===== src/core/rtbc_regs.vh =====
// register map, command and status layouts and timing constants of the trigger and bearing controller
// assumes a 250 MHz system clock; included by its bare name
`ifndef RTBC_REGS_VH
`define RTBC_REGS_VH
// ****************************************************************
// register offsets
// ****************************************************************
`define RTBC_A_CTRL       8'h00
`define RTBC_A_STATUS     8'h04
`define RTBC_A_CMD        8'h08
`define RTBC_A_INT_STAT   8'h0C
`define RTBC_A_INT_MASK   8'h10
`define RTBC_A_AZIMUTH    8'h14
// ctrl fields
`define RTBC_CTRL_STBY    0
`define RTBC_CTRL_TEST    1
`define RTBC_CTRL_RST     2'b00
// interrupt event bits
`define RTBC_EV_FAULT     0
`define RTBC_EV_CMD       1
`define RTBC_EV_FERR      2
`define RTBC_EV_ROTLOST   3
`define RTBC_EV_W         4
// ****************************************************************
// command word from the display, lsb first on the link
// ****************************************************************
`define RTBC_CMD_BITS     16
`define RTBC_CMD_TX       0
`define RTBC_CMD_PL_LO    1
`define RTBC_CMD_PL_HI    2
`define RTBC_CMD_AUTO     3
`define RTBC_CMD_SECT     4
`define RTBC_CMD_PMON     5
`define RTBC_CMD_SWATT    6
`define RTBC_CMD_TUNE_LO  8
`define RTBC_CMD_TUNE_HI  15
`define RTBC_CMD_RST      16'h0000
// ****************************************************************
// status frame to the display, msb first on the link
// ****************************************************************
`define RTBC_STAT_BITS    32
`define RTBC_ST_HM        31
`define RTBC_ST_INC       30
`define RTBC_ST_AZ_HI     29
`define RTBC_ST_AZ_LO     18
`define RTBC_ST_TXON      17
`define RTBC_ST_STBY      16
`define RTBC_ST_MODERR    15
`define RTBC_ST_ROT       14
`define RTBC_ST_BIT_HI    13
`define RTBC_ST_BIT_LO    8
`define RTBC_ST_TUNE_HI   7
`define RTBC_ST_TUNE_LO   0
// ****************************************************************
// bearing and timing
// ****************************************************************
`define RTBC_FINE_PER_COARSE 32
`define RTBC_FINE_SHIFT   5
`define RTBC_CLK_MHZ      250
`define RTBC_BIT_NS       100
`define RTBC_TRIG_NS      200
`define RTBC_PW_S_NS      100
`define RTBC_PW_M_NS      500
`define RTBC_PW_L_NS      1000
`define RTBC_PRF_S_US     333
`define RTBC_PRF_M_US     1000
`define RTBC_PRF_L_US     1667
`define RTBC_ROT_TMO_MS   100
`define RTBC_FAULT_LIMIT  8
`define RTBC_NS2CYC(ns)   (((ns) * `RTBC_CLK_MHZ + 999) / 1000)
`endif


===== src/core/rtbc_bearing_mult.v =====
// bearing multiplier: spreads a fixed number of fine pulses over each coarse tooth interval
// assumes coarse_evt is a one-cycle pulse already synchronised to clk
`include "rtbc_regs.vh"
module rtbc_bearing_mult #(
  parameter             CNT_W = 24,
  parameter [5:0]       MULT  = `RTBC_FINE_PER_COARSE
) (
  input  wire           clk,
  input  wire           rst_n,
  input  wire           coarse_evt,
  output reg            fine_pulse
);
  reg [CNT_W-1:0] per_q;
  reg [CNT_W-1:0] step_q;
  reg [CNT_W-1:0] scnt_q;
  reg [5:0]       left_q;
  // the count stops one short of the tooth period, so one is added before dividing
  wire [CNT_W:0]   per_p1 = {1'b0, per_q} + {{CNT_W{1'b0}}, 1'b1};
  wire [CNT_W-1:0] step_d = {{(`RTBC_FINE_SHIFT-1){1'b0}}, per_p1[CNT_W:`RTBC_FINE_SHIFT]};

  // ****************************************************************
  // interval measurement and even spacing
  // ****************************************************************
  always @(posedge clk or negedge rst_n) begin
    if (!rst_n) begin
      per_q      <= {CNT_W{1'b0}};
      step_q     <= {CNT_W{1'b0}};
      scnt_q     <= {CNT_W{1'b0}};
      left_q     <= 6'h00;
      fine_pulse <= 1'b0;
    end else begin
      if (coarse_evt)
        per_q <= {CNT_W{1'b0}};
      else if (~&per_q)
        per_q <= per_q + 1'b1;
      if (coarse_evt) begin
        // first fine pulse rides on the tooth, the rest follow at interval/32
        step_q     <= (step_d == {CNT_W{1'b0}}) ? {{(CNT_W-1){1'b0}}, 1'b1} : step_d;
        scnt_q     <= {CNT_W{1'b0}};
        left_q     <= MULT - 6'h01;
        fine_pulse <= 1'b1;
      end else if (left_q != 6'h00) begin
        if (scnt_q + 1'b1 >= step_q) begin
          scnt_q     <= {CNT_W{1'b0}};
          left_q     <= left_q - 6'h01;
          fine_pulse <= 1'b1;
        end else begin
          scnt_q     <= scnt_q + 1'b1;
          fine_pulse <= 1'b0;
        end
      end else begin
        fine_pulse <= 1'b0;
      end
    end
  end
endmodule // rtbc_bearing_mult


===== src/core/rtbc_top.v =====
// trigger and bearing controller of a radar transceiver
// assumes one 250 MHz clock; all input pins except clk, rst_n and the register port are asynchronous and are synchronised here
//
// Decided for this implementation: the placing of the registers and the strobed register port.
`include "rtbc_regs.vh"
module rtbc_top #(
  parameter [31:0]   PRF_S_CYC   = `RTBC_PRF_S_US * `RTBC_CLK_MHZ,
  parameter [31:0]   PRF_M_CYC   = `RTBC_PRF_M_US * `RTBC_CLK_MHZ,
  parameter [31:0]   PRF_L_CYC   = `RTBC_PRF_L_US * `RTBC_CLK_MHZ,
  parameter [31:0]   ROT_TMO_CYC = `RTBC_ROT_TMO_MS * 1000 * `RTBC_CLK_MHZ,
  parameter [15:0]   BIT_CYC     = `RTBC_NS2CYC(`RTBC_BIT_NS),
  parameter          TUNE_W      = 8
) (
  input  wire               clk,
  input  wire               rst_n,
  input  wire [7:0]         addr,
  input  wire [31:0]        wdata,
  input  wire               wr,
  input  wire               rd,
  output reg  [31:0]        rdata,
  input  wire               cmd_rx,
  output reg                status_tx,
  input  wire               coarse_in,
  input  wire               heading_in,
  input  wire               mod_fault,
  input  wire [TUNE_W-1:0]  tune_level,
  output reg                trigger_out,
  output reg                mod_fire,
  output reg                contactor_on,
  output reg                tx_enabled,
  output reg                swept_att_en,
  output reg                auto_tune_sel,
  output reg  [7:0]         tune_value,
  output reg                sector_blank,
  output reg                perf_mon_on,
  output wire               fine_pulse,
  output reg                irq
);
  localparam [15:0] TRIG_CYC = `RTBC_NS2CYC(`RTBC_TRIG_NS);
  localparam [15:0] PW_S_CYC = `RTBC_NS2CYC(`RTBC_PW_S_NS);
  localparam [15:0] PW_M_CYC = `RTBC_NS2CYC(`RTBC_PW_M_NS);
  localparam [15:0] PW_L_CYC = `RTBC_NS2CYC(`RTBC_PW_L_NS);
  localparam [3:0]  FLIMIT   = `RTBC_FAULT_LIMIT;
  localparam [1:0]  S_IDLE = 2'd0, S_START = 2'd1, S_DATA = 2'd2, S_STOP = 2'd3;

  // picks one of three settings by pulse length code; code 3 acts as long
  function [31:0] by_len;
    input [1:0]  len;
    input [31:0] s;
    input [31:0] m;
    input [31:0] l;
    begin
      case (len)
        2'b00:   by_len = s;
        2'b01:   by_len = m;
        default: by_len = l;
      endcase
    end
  endfunction

  // ****************************************************************
  // pin synchronisers
  // ****************************************************************
  reg [1:0] rx_s_q, co_s_q, hm_s_q, mf_s_q;
  reg       co_d_q, hm_d_q;
  reg [TUNE_W-1:0] tl_a_q, tl_b_q;
  always @(posedge clk or negedge rst_n) begin
    if (!rst_n) begin
      rx_s_q <= 2'b11;
      co_s_q <= 2'b00;
      hm_s_q <= 2'b00;
      mf_s_q <= 2'b00;
      co_d_q <= 1'b0;
      hm_d_q <= 1'b0;
      tl_a_q <= {TUNE_W{1'b0}};
      tl_b_q <= {TUNE_W{1'b0}};
    end else begin
      rx_s_q <= {rx_s_q[0], cmd_rx};
      co_s_q <= {co_s_q[0], coarse_in};
      hm_s_q <= {hm_s_q[0], heading_in};
      mf_s_q <= {mf_s_q[0], mod_fault};
      co_d_q <= co_s_q[1];
      hm_d_q <= hm_s_q[1];
      tl_a_q <= tune_level;
      tl_b_q <= tl_a_q;
    end
  end
  wire coarse_evt = co_s_q[1] & ~co_d_q;
  wire hm_evt     = hm_s_q[1] & ~hm_d_q;
  wire fault_lvl  = mf_s_q[1];

  rtbc_bearing_mult #(
    .CNT_W      (24)
  ) u_mult (
    .clk        (clk),
    .rst_n      (rst_n),
    .coarse_evt (coarse_evt),
    .fine_pulse (fine_pulse)
  );

  // ****************************************************************
  // command receiver: start, 16 data bits lsb first, stop
  // ****************************************************************
  reg [1:0]  rx_st_q;
  reg [15:0] rx_cnt_q;
  reg [4:0]  rx_bit_q;
  reg [15:0] rx_sh_q;
  reg [15:0] cmd_q;
  reg        cmd_ev_q, ferr_ev_q;
  wire       rx_b = rx_s_q[1];
  always @(posedge clk or negedge rst_n) begin
    if (!rst_n) begin
      rx_st_q   <= S_IDLE;
      rx_cnt_q  <= 16'h0000;
      rx_bit_q  <= 5'h00;
      rx_sh_q   <= 16'h0000;
      cmd_q     <= `RTBC_CMD_RST;
      cmd_ev_q  <= 1'b0;
      ferr_ev_q <= 1'b0;
    end else begin
      cmd_ev_q  <= 1'b0;
      ferr_ev_q <= 1'b0;
      case (rx_st_q)
        S_IDLE: begin
          rx_cnt_q <= {1'b0, BIT_CYC[15:1]};
          if (!rx_b)
            rx_st_q <= S_START;
        end
        S_START: begin
          if (rx_cnt_q == 16'h0000) begin
            rx_cnt_q <= BIT_CYC - 16'h0001;
            rx_bit_q <= 5'h00;
            rx_st_q  <= rx_b ? S_IDLE : S_DATA;
          end else
            rx_cnt_q <= rx_cnt_q - 16'h0001;
        end
        S_DATA: begin
          if (rx_cnt_q == 16'h0000) begin
            rx_cnt_q <= BIT_CYC - 16'h0001;
            rx_sh_q  <= {rx_b, rx_sh_q[15:1]};
            rx_bit_q <= rx_bit_q + 5'h01;
            if (rx_bit_q == `RTBC_CMD_BITS - 1)
              rx_st_q <= S_STOP;
          end else
            rx_cnt_q <= rx_cnt_q - 16'h0001;
        end
        S_STOP: begin
          if (rx_cnt_q == 16'h0000) begin
            rx_st_q <= S_IDLE;
            if (rx_b) begin
              cmd_q    <= rx_sh_q;
              cmd_ev_q <= 1'b1;
            end else
              ferr_ev_q <= 1'b1;
          end else
            rx_cnt_q <= rx_cnt_q - 16'h0001;
        end
        default: rx_st_q <= S_IDLE;
      endcase
    end
  end
  wire [1:0] plen = cmd_q[`RTBC_CMD_PL_HI:`RTBC_CMD_PL_LO];

  // ****************************************************************
  // rotation watch, fault shutdown and interlocks
  // ****************************************************************
  reg [1:0]  ctrl_q;
  reg [31:0] rot_tmr_q;
  reg        rot_q, fault_q, fire_flt_q;
  reg [3:0]  fcnt_q;
  wire       fire_end;
  wire       stby_req = ~cmd_q[`RTBC_CMD_TX] | ctrl_q[`RTBC_CTRL_STBY];
  wire       tx_ok = ~stby_req & ~fault_q & (rot_q | ctrl_q[`RTBC_CTRL_TEST]);
  always @(posedge clk or negedge rst_n) begin
    if (!rst_n) begin
      // no tooth seen yet: start out as not rotating
      rot_tmr_q    <= ROT_TMO_CYC;
      rot_q        <= 1'b0;
      fault_q      <= 1'b0;
      fire_flt_q   <= 1'b0;
      fcnt_q       <= 4'h0;
      contactor_on <= 1'b0;
      tx_enabled   <= 1'b0;
    end else begin
      if (coarse_evt)
        rot_tmr_q <= 32'h0000_0000;
      else if (rot_tmr_q < ROT_TMO_CYC)
        rot_tmr_q <= rot_tmr_q + 32'h0000_0001;
      rot_q <= coarse_evt | (rot_tmr_q < ROT_TMO_CYC);
      if (mod_fire & fault_lvl)
        fire_flt_q <= 1'b1;
      else if (fire_end)
        fire_flt_q <= 1'b0;
      // consecutive faulty firings up to the limit latch the shutdown
      if (fire_end)
        fcnt_q <= (fire_flt_q | fault_lvl) ? ((fcnt_q == FLIMIT) ? fcnt_q : fcnt_q + 4'h1) : 4'h0;
      if (fire_end & (fire_flt_q | fault_lvl) & (fcnt_q == FLIMIT - 4'h1))
        fault_q <= 1'b1;
      else if (cmd_ev_q & ~cmd_q[`RTBC_CMD_TX])
        fault_q <= 1'b0;
      contactor_on <= ~stby_req & ~fault_q;
      tx_enabled   <= tx_ok;
    end
  end

  // ****************************************************************
  // repetition rate, trigger and modulator pulse
  // ****************************************************************
  reg [31:0] prf_q;
  reg [15:0] trg_q, pw_q;
  wire [31:0] prf_per = by_len(plen, PRF_S_CYC, PRF_M_CYC, PRF_L_CYC);
  wire [31:0] pw_sel  = by_len(plen, {16'h0000, PW_S_CYC}, {16'h0000, PW_M_CYC}, {16'h0000, PW_L_CYC});
  assign fire_end = mod_fire & (pw_q == 16'h0001);
  always @(posedge clk or negedge rst_n) begin
    if (!rst_n) begin
      prf_q       <= 32'h0000_0000;
      trg_q       <= 16'h0000;
      pw_q        <= 16'h0000;
      trigger_out <= 1'b0;
      mod_fire    <= 1'b0;
    end else begin
      prf_q <= (prf_q + 32'h0000_0001 >= prf_per) ? 32'h0000_0000 : prf_q + 32'h0000_0001;
      if ((prf_q == 32'h0000_0000) & tx_ok) begin
        trg_q       <= TRIG_CYC;
        pw_q        <= pw_sel[15:0];
        trigger_out <= 1'b1;
        mod_fire    <= 1'b1;
      end else begin
        if (trg_q > 16'h0001)
          trg_q <= trg_q - 16'h0001;
        else begin
          trg_q       <= 16'h0000;
          trigger_out <= 1'b0;
        end
        if (pw_q > 16'h0001)
          pw_q <= pw_q - 16'h0001;
        else begin
          pw_q     <= 16'h0000;
          mod_fire <= 1'b0;
        end
      end
    end
  end

  // ****************************************************************
  // decoded control outputs
  // ****************************************************************
  always @(posedge clk or negedge rst_n) begin
    if (!rst_n) begin
      swept_att_en  <= 1'b0;
      auto_tune_sel <= 1'b0;
      tune_value    <= 8'h00;
      sector_blank  <= 1'b0;
      perf_mon_on   <= 1'b0;
    end else begin
      swept_att_en  <= cmd_q[`RTBC_CMD_SWATT];
      auto_tune_sel <= cmd_q[`RTBC_CMD_AUTO];
      tune_value    <= cmd_q[`RTBC_CMD_TUNE_HI:`RTBC_CMD_TUNE_LO];
      sector_blank  <= cmd_q[`RTBC_CMD_SECT];
      perf_mon_on   <= cmd_q[`RTBC_CMD_PMON];
    end
  end

  // ****************************************************************
  // azimuth count and status transmitter: start, 32 bits msb first, stop
  // ****************************************************************
  reg [11:0] az_q;
  reg        hm_seen_q, pend_q;
  reg [1:0]  tx_st_q;
  reg [15:0] tx_cnt_q;
  reg [5:0]  tx_bit_q;
  reg [31:0] tx_sh_q;
  wire       tuned = (tl_b_q == {TUNE_W{1'b0}});
  wire [5:0] built_in_test_report = {1'b0, tuned, ferr_ev_q, ~rot_q, fire_flt_q, fault_q};
  wire       load = pend_q & (tx_st_q == S_IDLE);
  wire [31:0] frame = {hm_seen_q, 1'b1, az_q, tx_enabled, stby_req, fault_q, rot_q, built_in_test_report, tl_b_q[TUNE_W-1 -: 8]};
  always @(posedge clk or negedge rst_n) begin
    if (!rst_n) begin
      az_q      <= 12'h000;
      hm_seen_q <= 1'b0;
      pend_q    <= 1'b0;
      tx_st_q   <= S_IDLE;
      tx_cnt_q  <= 16'h0000;
      tx_bit_q  <= 6'h00;
      tx_sh_q   <= 32'h0000_0000;
      status_tx <= 1'b1;
    end else begin
      if (hm_evt)
        az_q <= 12'h000;
      else if (fine_pulse)
        az_q <= az_q + 12'h001;
      // marker flag set wins over the clear at frame load
      if (hm_evt)
        hm_seen_q <= 1'b1;
      else if (load)
        hm_seen_q <= 1'b0;
      // a frame is requested by every fine bearing pulse
      if (fine_pulse)
        pend_q <= 1'b1;
      else if (load)
        pend_q <= 1'b0;
      case (tx_st_q)
        S_IDLE: begin
          status_tx <= 1'b1;
          if (load) begin
            tx_sh_q   <= frame;
            tx_cnt_q  <= BIT_CYC - 16'h0001;
            status_tx <= 1'b0;
            tx_st_q   <= S_START;
          end
        end
        S_START, S_DATA: begin
          if (tx_cnt_q == 16'h0000) begin
            tx_cnt_q  <= BIT_CYC - 16'h0001;
            status_tx <= tx_sh_q[31];
            tx_sh_q   <= {tx_sh_q[30:0], 1'b0};
            tx_bit_q  <= (tx_st_q == S_START) ? 6'h01 : tx_bit_q + 6'h01;
            if ((tx_st_q == S_DATA) & (tx_bit_q == `RTBC_STAT_BITS)) begin
              status_tx <= 1'b1;
              tx_st_q   <= S_STOP;
            end else
              tx_st_q <= S_DATA;
          end else
            tx_cnt_q <= tx_cnt_q - 16'h0001;
        end
        S_STOP: begin
          if (tx_cnt_q == 16'h0000)
            tx_st_q <= S_IDLE;
          else
            tx_cnt_q <= tx_cnt_q - 16'h0001;
        end
        default: tx_st_q <= S_IDLE;
      endcase
    end
  end

  // ****************************************************************
  // register port and interrupt
  // ****************************************************************
  reg [3:0] ist_q, imask_q;
  reg       fault_d1_q, rot_d1_q;
  wire [3:0] ev;
  assign ev[`RTBC_EV_FAULT]   = fault_q & ~fault_d1_q;
  assign ev[`RTBC_EV_CMD]     = cmd_ev_q;
  assign ev[`RTBC_EV_FERR]    = ferr_ev_q;
  assign ev[`RTBC_EV_ROTLOST] = rot_d1_q & ~rot_q & contactor_on;
  wire [3:0] w1c = (wr & (addr == `RTBC_A_INT_STAT)) ? wdata[3:0] : 4'h0;
  always @(posedge clk or negedge rst_n) begin
    if (!rst_n) begin
      ctrl_q     <= `RTBC_CTRL_RST;
      ist_q      <= 4'h0;
      imask_q    <= 4'h0;
      fault_d1_q <= 1'b0;
      rot_d1_q   <= 1'b0;
      irq        <= 1'b0;
      rdata      <= 32'h0000_0000;
    end else begin
      fault_d1_q <= fault_q;
      rot_d1_q   <= rot_q;
      if (wr & (addr == `RTBC_A_CTRL))
        ctrl_q <= wdata[1:0];
      if (wr & (addr == `RTBC_A_INT_MASK))
        imask_q <= wdata[3:0];
      ist_q <= (ist_q & ~w1c) | ev;
      irq   <= |(ist_q & imask_q);
      rdata <= 32'h0000_0000;
      if (rd) begin
        case (addr)
          `RTBC_A_CTRL:     rdata <= {30'h0, ctrl_q};
          `RTBC_A_STATUS:   rdata <= {14'h0000, built_in_test_report, rot_q, fault_q, tx_enabled, contactor_on, tl_b_q[TUNE_W-1 -: 8]};
          `RTBC_A_CMD:      rdata <= {16'h0, cmd_q};
          `RTBC_A_INT_STAT: rdata <= {28'h0, ist_q};
          `RTBC_A_INT_MASK: rdata <= {28'h0, imask_q};
          `RTBC_A_AZIMUTH:  rdata <= {20'h0, az_q};
          default:          rdata <= 32'h0000_0000;
        endcase
      end
    end
  end
endmodule // rtbc_top


===== config.mk =====
export PLATFORM = sky130hd
export DESIGN_NAME = rtbc_top
export DESIGN_NICKNAME = d
export VERILOG_FILES = /design/src/core/rtbc_bearing_mult.v /design/src/core/rtbc_top.v
export VERILOG_INCLUDE_DIRS = /design/src /design/src/core
export SDC_FILE = /design/constraint.sdc
export NUM_CORES = 1
export LEC_CHECK = 0
export ABC_AREA = 1
export BUFFER_PORTS_ARGS = -buffer_cell sky130_fd_sc_hd__buf_2
export CAP_MARGIN = 0
export CORE_ASPECT_RATIO = 0.9
export CORE_UTILIZATION = 62
export DETAILED_ROUTE_END_ITERATION = 16
export HOLD_SLACK_MARGIN = 0.15
export PLACE_DENSITY = 0.81
export SLEW_MARGIN = 20
export SYNTH_ARGS = -nofsm -noshare
export SYNTH_HDL_FRONTEND = slang
export SYNTH_SLANG_ARGS = --single-unit

===== constraint.sdc =====
create_clock -name clk -period 3.83 [get_ports clk]
set_clock_uncertainty 0.1 [all_clocks]
set_input_delay 0 -clock clk [delete_from_list [all_inputs] [get_ports clk]]
set_output_delay 0 -clock clk [all_outputs]
set_load 0.005 [all_outputs]

==> impl_metrics.py, run 1 <==
metrics = {
    "layout": {
        "fin_area_mm2": 0.0222,
        "final_layout_size_suffix_gt1_frac": 0.0827,
        "fin_nets": 2694,
        "fill_cells": 2272,
        "fin_cells": 3008,
        "mostFrequentLayoutCells": "nand2_1, dfrtp_1, inv_1, nor2_1, o21ai_0",
        "n_antenna_cell": 0,
        "fin_util": 0.716,
        "layout_commonest_cell": "nand2_1",
        "area_growth_pct": 13.2,
    },
    "global_route": {
        "grt_max_degree": 90,
        "grt_overflow_total": 0,
        "grt_pass1_wl_mm": 77.8,
        "grt_pass1_vias": 16400,
        "track_usage": 0.294,
        "antenna_found_initial": 0,
    },
    "detailed_routing": {
        "firstDrtPassIters": 6,
        "final_antenna_net_count": 0,
        "wire_per_inst_um": 15.3,
        "routed-via-count": 16700,
        "via_per_inst": 5.54,
        "wl_mm": 46.1,
        "drt_iter0_markers": 1226,
        "drc": 0,
    },
    "timing": {
        "drv_slew": 0,
        "tns_ns": 0,
        "final-hold-violation-count": 0,
        "worst_pin_slew_ns": 0.725,
        "rsz0062_at_grt": "false",
        "fin_crit_sh": 0.902,
        "clock.fmax_mhz": 289,
        "worst_slack_ns": 0.374,
        "period_needed_ns": 3.46,
        "slew_headroom": 0.513,
        "setup_violations": 0,
    },
    "floorplanning": {
        "die_h_um": 171,
        "core_area_mm2": 0.0311,
        "std_cell_rows": 61,
        "die_x_um": 190,
        "ioPinCount": 107,
        "dieArea_mm2": 0.0324,
        "start_util": 0.633,
    },
    "power": {
        "p_leak_nw": 11.0,
        "cellPowerDensity_mw_per_mm2": 535,
        "vdd_ir_drop_max_uv": 550,
    },
    "logic_synthesis": {
        "yosysWarnings": 0,
        "yosysSeqAreaShare": 0.482,
        "syn_area_mm2": 0.0197,
        "synth_area_per_cell_um2": 8.07,
        "syn_inst": 2437,
        "ys_ff_latch": 378,
        "synth.distinct_cells": 57,
        "synth_edf_count": 0,
        "synth-main-ff-cell": "dfrtp_1",
        "postSynth.asyncResetShare": 1.00,
    },
    "critical_path": {
        "cp-end-kind": "flop",
        "worst_ep_arrival_time_ns": 3.84,
        "crit_type": "primary input to flop",
        "critPathRequiredTime_ns": 4.22,
        "cp_max_fo": 13,
        "cp-start-kind": "primary input",
    },
    "clock_tree": {
        "clkTransAtPathRegs_ns": 0.06,
        "clock_latency_ns": 0.54,
        "cts_setup_buffers": 0,
        "cts_max_level": 2,
        "clock_path_buffers": 3,
        "cts_sinks": 378,
        "clockRootBuffer": "clkbuf_16",
        "tritoncts.num_buffers": 38,
        "cts_tree": "built",
    },
    "placed_design": {
        "post-place-cells": 2888,
        "dp_slack_ns": 0.279,
        "placed_cell_area_mm2": 0.0204,
        "dpl.hpwl_mm": 30.9,
        "place_congestion": 0.906,
        "port_buffers": 63,
    },
    "status": {
        "status": "finished clean",
    },
    "worst_hold_path": {
        "hold_path_class": "flop to flop",
    },
    "flow_run": {
        "cap_violations": 0,
    },
}
-- critical path, stage by stage --
cell	delay [ns]
dlygate4sd3_1	0.53
buf_2	0.11
or2_2	0.28
dlygate4sd3_1	0.58
nor3_1	0.55
nand4_1	0.39
inv_1	0.46
nand2_1	0.15
o211ai_1	0.11
nand2_1	0.06
dlygate4sd3_1	0.55
inv_1	0.06
-- path summary, 6_finish.rpt --
check	slack, ns	endpoint	startpoint	cells past startpoint
worst max-delay path	0.37	rdata[9]$_DFF_PN0_	addr[6]	12
worst min-delay path	0.24	tl_b_q[4]$_DFF_PN0_	tl_a_q[4]$_DFF_PN0_	0
worst max register to register	0.44	u_mult.scnt_q[13]$_DFFE_PN0P_	u_mult.scnt_q[0]$_DFFE_PN0P_	19
worst min register to register	0.24	tl_b_q[4]$_DFF_PN0_	tl_a_q[4]$_DFF_PN0_	0
min in group asynchronous	0.54	status_tx$_DFFE_PN1P_	rst_n	3
max in group asynchronous	2.57	rot_tmr_q[22]$_DFFE_PN1P_	rst_n	4
-- cell families (layout without fill, tap and decap cells) --
kind of cell               after synthesis  in the layout  share of synthesized area
xor gates and xnor gates               101            101                     0.0450
DFF                                    378            378                      0.482
buffers and inverters                  409            544                     0.0826
other                                    1             28                   0.000191
AOI/OAI and AO/OA                      322            322                     0.0927
and+or+nand+nor                       1159           1159                      0.255
adders and majority gates               67             67                     0.0426
-- flip-flops by register name, summed over array words and instances, names as in the netlist, 16 cells and up, named ones only --
signal	count
prf_q	32
trg_q	16
tx_cnt_q	16
cmd_q	16
rx_sh_q	16
pw_q	16
u_mult.scnt_q	24
u_mult.per_q	24
rot_tmr_q	32
tx_sh_q	32
rx_cnt_q	16
u_mult.step_q	20
rdata	17
-- where the power goes --
group	switching, W	internal (W)
combinational	0.00211	0.00110
clock	0.00156	0.00219
sequential	0.000396	0.00454
total	0.00407	0.00783
-- through the flow --
step / hold WS (ns) / total power (W)
finish: 0.236 / 0.0119
global route: 0.236 / 0.0126
CTS: 0.189 / 0.0119
detailed placement: -0.0270 / 0.00806
global placement: -0.0268 / 0.00790
floorplan: -0.396 / 0.00727
-- synthesized netlist by cell type, drive strengths merged, types with 2 or more instances --
cell type / n / area share
o211ai: 13 / 0.0050
nand3: 109 / 0.029
a31oi: 32 / 0.010
o21a: 2 / 0.00076
xor2: 85 / 0.038
a211oi: 2 / 0.00076
xnor2: 16 / 0.0071
inv: 342 / 0.065
a31o: 2 / 0.00089
nor3b: 2 / 0.00076
dfstp: 15 / 0.020
nor2: 320 / 0.068
and3: 3 / 0.00095
dfrtp: 363 / 0.46
nor3: 62 / 0.017
o21ai: 165 / 0.042
a21o: 2 / 0.00076
o22ai: 29 / 0.0092
clkinv: 2 / 0.00038
ha: 67 / 0.043
clkbuf: 37 / 0.0071
o21bai: 3 / 0.0011
or2: 5 / 0.0016
buf: 28 / 0.0098
a21oi: 52 / 0.013
nand2: 589 / 0.11
o211a: 2 / 0.0010
nand4: 41 / 0.013
nor4: 23 / 0.0073
o31ai: 12 / 0.0046
-- metal layers --
metal,vias up,GRT usage,wire [um]
li1,8060,-,-
met1,7937,0.388,20100
met2,558,0.498,22100
met3,119,0.0394,2470
met4,0,0.105,1410
met5,-,0,0
-- layout make-up --
cell class	instances	area, um2	area share
Clock buffer	57	1130	0.0510
Clock inverter	11	130	0.00585
Inverter	344	1290	0.0580
Multi-Input combinational cell	1677	8670	0.390
Sequential cell	378	9480	0.426
Tap cell	409	512	0.0230
Timing Repair Buffer	132	1030	0.0462
-- what timing repair did --
| action | 4_1_cts | 5_1_grt |
|---|---|---|
| hold endpoints to repair | 403 | 0 |
| endpoints found under the setup margin | 0 | 20 |
| gates resized for setup | 0 | 3 |
| hold buffers | 52 | 0 |
Note: power is estimated with default switching activity, not from simulation.
==> run 2, diff against run 1 <==
--- a/config.mk
+++ b/config.mk
@@ -10,10 +10,11 @@
 export BUFFER_PORTS_ARGS = -buffer_cell sky130_fd_sc_hd__buf_2
 export CAP_MARGIN = 0
 export CORE_ASPECT_RATIO = 0.9
-export CORE_UTILIZATION = 62
+export CORE_UTILIZATION = 64
+export CTS_BUF_LIST = sky130_fd_sc_hd__clkbuf_8
 export DETAILED_ROUTE_END_ITERATION = 16
 export HOLD_SLACK_MARGIN = 0.15
-export PLACE_DENSITY = 0.81
+export PLACE_DENSITY = 0.83
 export SLEW_MARGIN = 20
 export SYNTH_ARGS = -nofsm -noshare
 export SYNTH_HDL_FRONTEND = slang
==> impl_metrics.py, run 2 (synthesis gave the netlist of run 1 again) <==
metrics = {
    "global_route": {
        "track_usage": 0.305,
        "grt_pass1_vias": 16700,
        "grt_overflow_total": 0,
        "grt_max_degree": 128,
        "grt_pass1_wl_mm": 79.1,
        "antenna_found_initial": 2,
    },
    "power": {
        "vdd_ir_drop_max_uv": 664,
        "cellPowerDensity_mw_per_mm2": 537,
        "p_leak_nw": 11.1,
    },
    "layout": {
        "largest_registers": "prf_q x32, rot_tmr_q x32, tx_sh_q x32",
        "fin_area_mm2": 0.0224,
        "fin_nets": 2721,
        "area_growth_pct": 13.7,
        "mostFrequentLayoutCells": "nand2_1, dfrtp_1, inv_1, nor2_1, o21ai_0",
        "n_antenna_cell": 0,
        "final_layout_size_suffix_gt1_frac": 0.0940,
        "layout_commonest_cell": "nand2_1",
    },
    "clock_tree": {
        "clock_path_buffers": 3,
        "cts_setup_buffers": 0,
        "clockRootBuffer": "clkbuf_8",
        "clock_latency_ns": 0.64,
        "cts_tree": "built",
        "cts_sinks": 378,
        "clkTransAtPathRegs_ns": 0.06,
        "tritoncts.num_buffers": 59,
        "cts_max_level": 2,
    },
    "floorplanning": {
        "die_x_um": 187,
        "start_util": 0.655,
        "ioPinCount": 107,
        "dieArea_mm2": 0.0314,
        "std_cell_rows": 60,
        "core_area_mm2": 0.0300,
        "die_h_um": 168,
    },
    "timing": {
        "slew_headroom": 0.264,
        "setup_violations": 0,
        "clock.fmax_mhz": 280,
        "fin_crit_sh": 0.931,
        "period_needed_ns": 3.57,
        "worst_slack_ns": 0.263,
        "final-hold-violation-count": 0,
        "worst_pin_slew_ns": 1.10,
        "hold-worst-slack_ns": 0.249,
        "drv_slew": 0,
        "rsz0062_at_grt": "false",
        "tns_ns": 0,
    },
    "critical_path": {
        "critical_path_buf_inv_count": 4,
        "slowest_stage": "dfrtp_1",
        "crit_family": "simple AND/OR/NAND/NOR gates",
        "critPathLaunch": "u_mult.scnt_q[0]$_DFFE_PN0P_",
        "crit_type": "flop to flop",
        "path_cells": "ha_1, nand2_1, nor2_1, nand2_1, nor2_2, inv_1, nor2_1, inv_1, nor2_1, xor2_1, inv_1, ha_1, nand2_1, o211a_1, nand3_1, nor2_1, nand2_1, buf_4, o21ai_0",
        "r2r_slack_ns": 0.26,
        "cp_max_fo": 13,
        "cp-start-kind": "flop",
        "critPathRequiredTime_ns": 4.26,
        "cp-end-kind": "flop",
        "max_stage_delay_ns": 0.42,
        "r2r-start": "u_mult.scnt_q[0]$_DFFE_PN0P_",
        "r2r_end": "u_mult.scnt_q[12]$_DFFE_PN0P_",
        "r2r_cells": 19,
        "worst_ep_arrival_time_ns": 3.99,
    },
    "placed_design": {
        "dp_slack_ns": 0.358,
        "dpl.hpwl_mm": 31.8,
        "place_congestion": 0.932,
        "placed_cell_area_mm2": 0.0204,
        "port_buffers": 63,
    },
    "detailed_routing": {
        "drt_iter0_markers": 1650,
        "routed-via-count": 17000,
        "final_antenna_net_count": 0,
        "via_per_inst": 5.57,
        "firstDrtPassIters": 8,
        "drc": 0,
        "wire_per_inst_um": 15.5,
        "wl_mm": 47.2,
    },
    "worst_hold_path": {
        "worstHoldEndpoint": "hm_s_q[1]$_DFF_PN0_",
        "hold_depth": 0,
        "hold_path_class": "flop to flop",
        "min_from": "hm_s_q[0]$_DFF_PN0_",
    },
    "flow_run": {
        "cap_violations": 0,
    },
    "status": {
        "status": "finished clean",
    },
}
-- run 2: changes by cell type in the layout (fill, tap and decap cells not counted), moves of 7 or more --
| cell | delta |
|---|---|
| clkbuf_8 | +71 |
| dlygate4sd3_1 | +7 |
| clkbuf_16 | -39 |
| clkbuf_1 | -9 |
| inv_1 | +15 |
-- run 2: report_power, final --
group / switching (W) / internal [W] / leakage [nW]
sequential: 0.000414 / 0.00454 / 4.97
combinational: 0.00218 / 0.00108 / 5.40
clock: 0.00166 / 0.00214 / 0.755
total: 0.00426 / 0.00776 / 11.1
-- run 2: metrics by stage --
stage | std cells | power (W) | utilization
after floorplan | 2464 | 0.00727 | -
after global placement | 2882 | 0.00787 | 0.680
after detailed placement | 2882 | 0.00808 | 0.680
after CTS | 3052 | 0.0120 | 0.745
after global routing | 3052 | 0.0127 | 0.745
final | 3052 | 0.0120 | 0.745
-- run 2: per-layer routing --
metal	vias to the layer above	part of all wire	global-route usage
met5	-	0.00042	0
met3	156	0.061	0.0459
met2	652	0.48	0.525
met1	8071	0.42	0.390
met4	4	0.036	0.118
li1	8102	-	-
-- run 2: what timing repair did --
| item | in CTS | in global routing |
|---|---|---|
| hold buffers | 58 | 0 |
| resized for setup | 0 | 1 |
| endpoints found under the setup margin | 0 | 18 |
| endpoints found under the hold margin | 383 | 0 |
-- run 2: worst max-delay path by stage --
stage | end | slack (ns) | cells past startpoint
floorplan | u_mult.left_q[1]$_DFFE_PN0P_ | 0.93 | 20
global placement | u_mult.scnt_q[5]$_DFFE_PN0P_ | 0.52 | 19
detailed placement | u_mult.scnt_q[12]$_DFFE_PN0P_ | 0.36 | 19
CTS | u_mult.scnt_q[12]$_DFFE_PN0P_ | 0.24 | 19
global route | u_mult.scnt_q[12]$_DFFE_PN0P_ | 0.02 | 19
finish | u_mult.scnt_q[12]$_DFFE_PN0P_ | 0.26 | 19
-- run 2: final cells by class --
class,count,area (um2)
Timing Repair Buffer,138,1060
Fill cell,2112,7670
Tap cell,403,504
Sequential cell,378,9480
Inverter,344,1290
Clock buffer,80,1100
Clock inverter,32,264
Multi-Input combinational cell,1677,8660
==> run 3, diff against run 2 <==
--- a/config.mk
+++ b/config.mk
@@ -14,7 +14,7 @@
 export CTS_BUF_LIST = sky130_fd_sc_hd__clkbuf_8
 export DETAILED_ROUTE_END_ITERATION = 16
 export HOLD_SLACK_MARGIN = 0.15
-export PLACE_DENSITY = 0.83
+export PLACE_DENSITY_LB_ADDON = 0.25
 export SLEW_MARGIN = 20
 export SYNTH_ARGS = -nofsm -noshare
 export SYNTH_HDL_FRONTEND = slang
==> impl_metrics.py, run 3 (synthesis gave the netlist of run 1 again) <==
metrics = {
    "critical_path": {
        "r2r_cells": 19,
        "r2r_end": "u_mult.scnt_q[17]$_DFFE_PN0P_",
        "crit_type": "flop to flop",
        "r2r_slack_ns": 0.34,
        "cp_max_fo": 20,
        "critPathRequiredTime_ns": 4.23,
        "cp-end-kind": "flop",
        "r2r-start": "u_mult.scnt_q[0]$_DFFE_PN0P_",
        "cp-start-kind": "flop",
        "worst_ep_arrival_time_ns": 3.89,
    },
    "global_route": {
        "antenna_found_initial": 0,
        "grt_max_degree": 90,
        "grt_pass1_vias": 16300,
        "grt_pass1_wl_mm": 77.7,
        "grt_overflow_total": 0,
        "track_usage": 0.299,
    },
    "timing": {
        "fin_crit_sh": 0.910,
        "tns_ns": 0,
        "setup_violations": 0,
        "worst_pin_slew_ns": 1.08,
        "period_needed_ns": 3.49,
        "hold-worst-slack_ns": 0.249,
        "slew_headroom": 0.280,
        "final-hold-violation-count": 0,
        "clock.fmax_mhz": 287,
        "rsz0062_at_grt": "false",
        "drv_slew": 0,
    },
    "clock_tree": {
        "clock_path_buffers": 3,
        "cts_max_level": 2,
        "cts_sinks": 378,
        "clockRootBuffer": "clkbuf_8",
        "cts_tree": "built",
        "clkTransAtPathRegs_ns": 0.06,
        "tritoncts.num_buffers": 59,
        "clock_latency_ns": 0.64,
    },
    "power": {
        "p_leak_nw": 11.1,
        "vdd_ir_drop_max_uv": 744,
        "power_w": 0.0116,
        "cellPowerDensity_mw_per_mm2": 523,
    },
    "placed_design": {
        "dpl.hpwl_mm": 31.3,
        "place_congestion": 0.883,
        "port_buffers": 63,
    },
    "worst_hold_path": {
        "hold_depth": 0,
        "hold_path_class": "flop to flop",
        "worstHoldEndpoint": "tl_b_q[2]$_DFF_PN0_",
        "min_from": "tl_a_q[2]$_DFF_PN0_",
    },
    "floorplanning": {
        "ioPinCount": 107,
        "start_util": 0.655,
        "die_x_um": 187,
        "core_area_mm2": 0.0300,
        "std_cell_rows": 60,
        "die_h_um": 168,
        "dieArea_mm2": 0.0314,
    },
    "layout": {
        "area_growth_pct": 13.2,
        "fin_util": 0.741,
        "mostFrequentLayoutCells": "nand2_1, dfrtp_1, inv_1, nor2_1, o21ai_0",
        "fill_cells": 2209,
        "layout_commonest_cell": "nand2_1",
        "n_antenna_cell": 0,
        "fin_nets": 2719,
        "largest_registers": "prf_q x32, rot_tmr_q x32, tx_sh_q x32",
        "final_layout_size_suffix_gt1_frac": 0.0889,
    },
    "detailed_routing": {
        "final_antenna_net_count": 0,
        "firstDrtPassIters": 6,
        "wire_per_inst_um": 15.0,
        "drc": 0,
        "wl_mm": 45.8,
        "via_per_inst": 5.49,
        "drt_iter0_markers": 1206,
        "routed-via-count": 16700,
    },
    "flow_run": {
        "cap_violations": 0,
    },
    "status": {
        "status": "finished clean",
    },
}
[run 3: worst max path at each step]
stage / start / endpoint / depth (start not counted)
floorplan: u_mult.scnt_q[0]$_DFFE_PN0P_ / u_mult.left_q[1]$_DFFE_PN0P_ / 20
global placement: u_mult.scnt_q[0]$_DFFE_PN0P_ / u_mult.scnt_q[19]$_DFFE_PN0P_ / 19
detailed placement: u_mult.scnt_q[0]$_DFFE_PN0P_ / u_mult.scnt_q[17]$_DFFE_PN0P_ / 19
CTS: u_mult.scnt_q[0]$_DFFE_PN0P_ / u_mult.scnt_q[17]$_DFFE_PN0P_ / 19
global route: u_mult.scnt_q[0]$_DFFE_PN0P_ / u_mult.scnt_q[13]$_DFFE_PN0P_ / 19
finish: u_mult.scnt_q[0]$_DFFE_PN0P_ / u_mult.scnt_q[17]$_DFFE_PN0P_ / 19
[run 3: final cells by class]
type | count | area (um2) | share of cell area
clock buffers | 71 | 977 | 0.0439
clock inverters | 37 | 258 | 0.0116
inverters | 344 | 1290 | 0.0580
multi-input cells | 1677 | 8660 | 0.389
flip-flops and latches | 378 | 9480 | 0.426
well taps | 403 | 504 | 0.0227
repair buffers | 136 | 1080 | 0.0484
[run 3: metrics by stage]
| stage | instance area (um2) | std cells | worst slack [ns] |
|---|---|---|---|
| 6_report | 22200 | 3046 | 0.343 |
| 5_1_grt | 22200 | 3046 | 0.00458 |
| 4_1_cts | 22200 | 3046 | 0.324 |
| 3_5_place_dp | 20400 | 2879 | 0.326 |
| 3_3_place_gp | 20400 | 2879 | 0.428 |
| 2_1_floorplan | 19800 | 2464 | 0.926 |
[run 3: repair_timing]
item                                    4_1_cts  5_1_grt
hold buffers                                 59        0
endpoints found under the setup margin        0        5
gates resized for setup                       0        1
setup buffers                                 0        0
hold endpoints to repair                    416        0
[run 3: layer usage]
metal / track usage / share of wire / vias up
li1: - / - / 8098
met1: 0.398 / 0.44 / 8014
met2: 0.503 / 0.48 / 504
met3: 0.0438 / 0.051 / 118
met4: 0.109 / 0.030 / 0
met5: 0 / 0 / -
[run 3: report_power, final]
group	switching, W	internal, W
combinational	0.00212	0.00107
clock	0.00160	0.00189
sequential	0.000402	0.00454
total	0.00412	0.00751
[run 3: worst max-delay path, cell delays in order, from the launching register on]
cell and delay [ns]:
dfrtp_1 0.41, ha_1 0.22, nand2_1 0.08, nor2_1 0.18
nand2_1 0.11, nor2_1 0.21, inv_1 0.11, nor2_2 0.17
inv_1 0.08, nor2_1 0.11, xor2_1 0.15, inv_1 0.07
ha_1 0.27, nand2_1 0.06, o211a_1 0.26, nand3_1 0.11
nor2_1 0.06, nand2_1 0.20, buf_4 0.29, o21ai_0 0.12
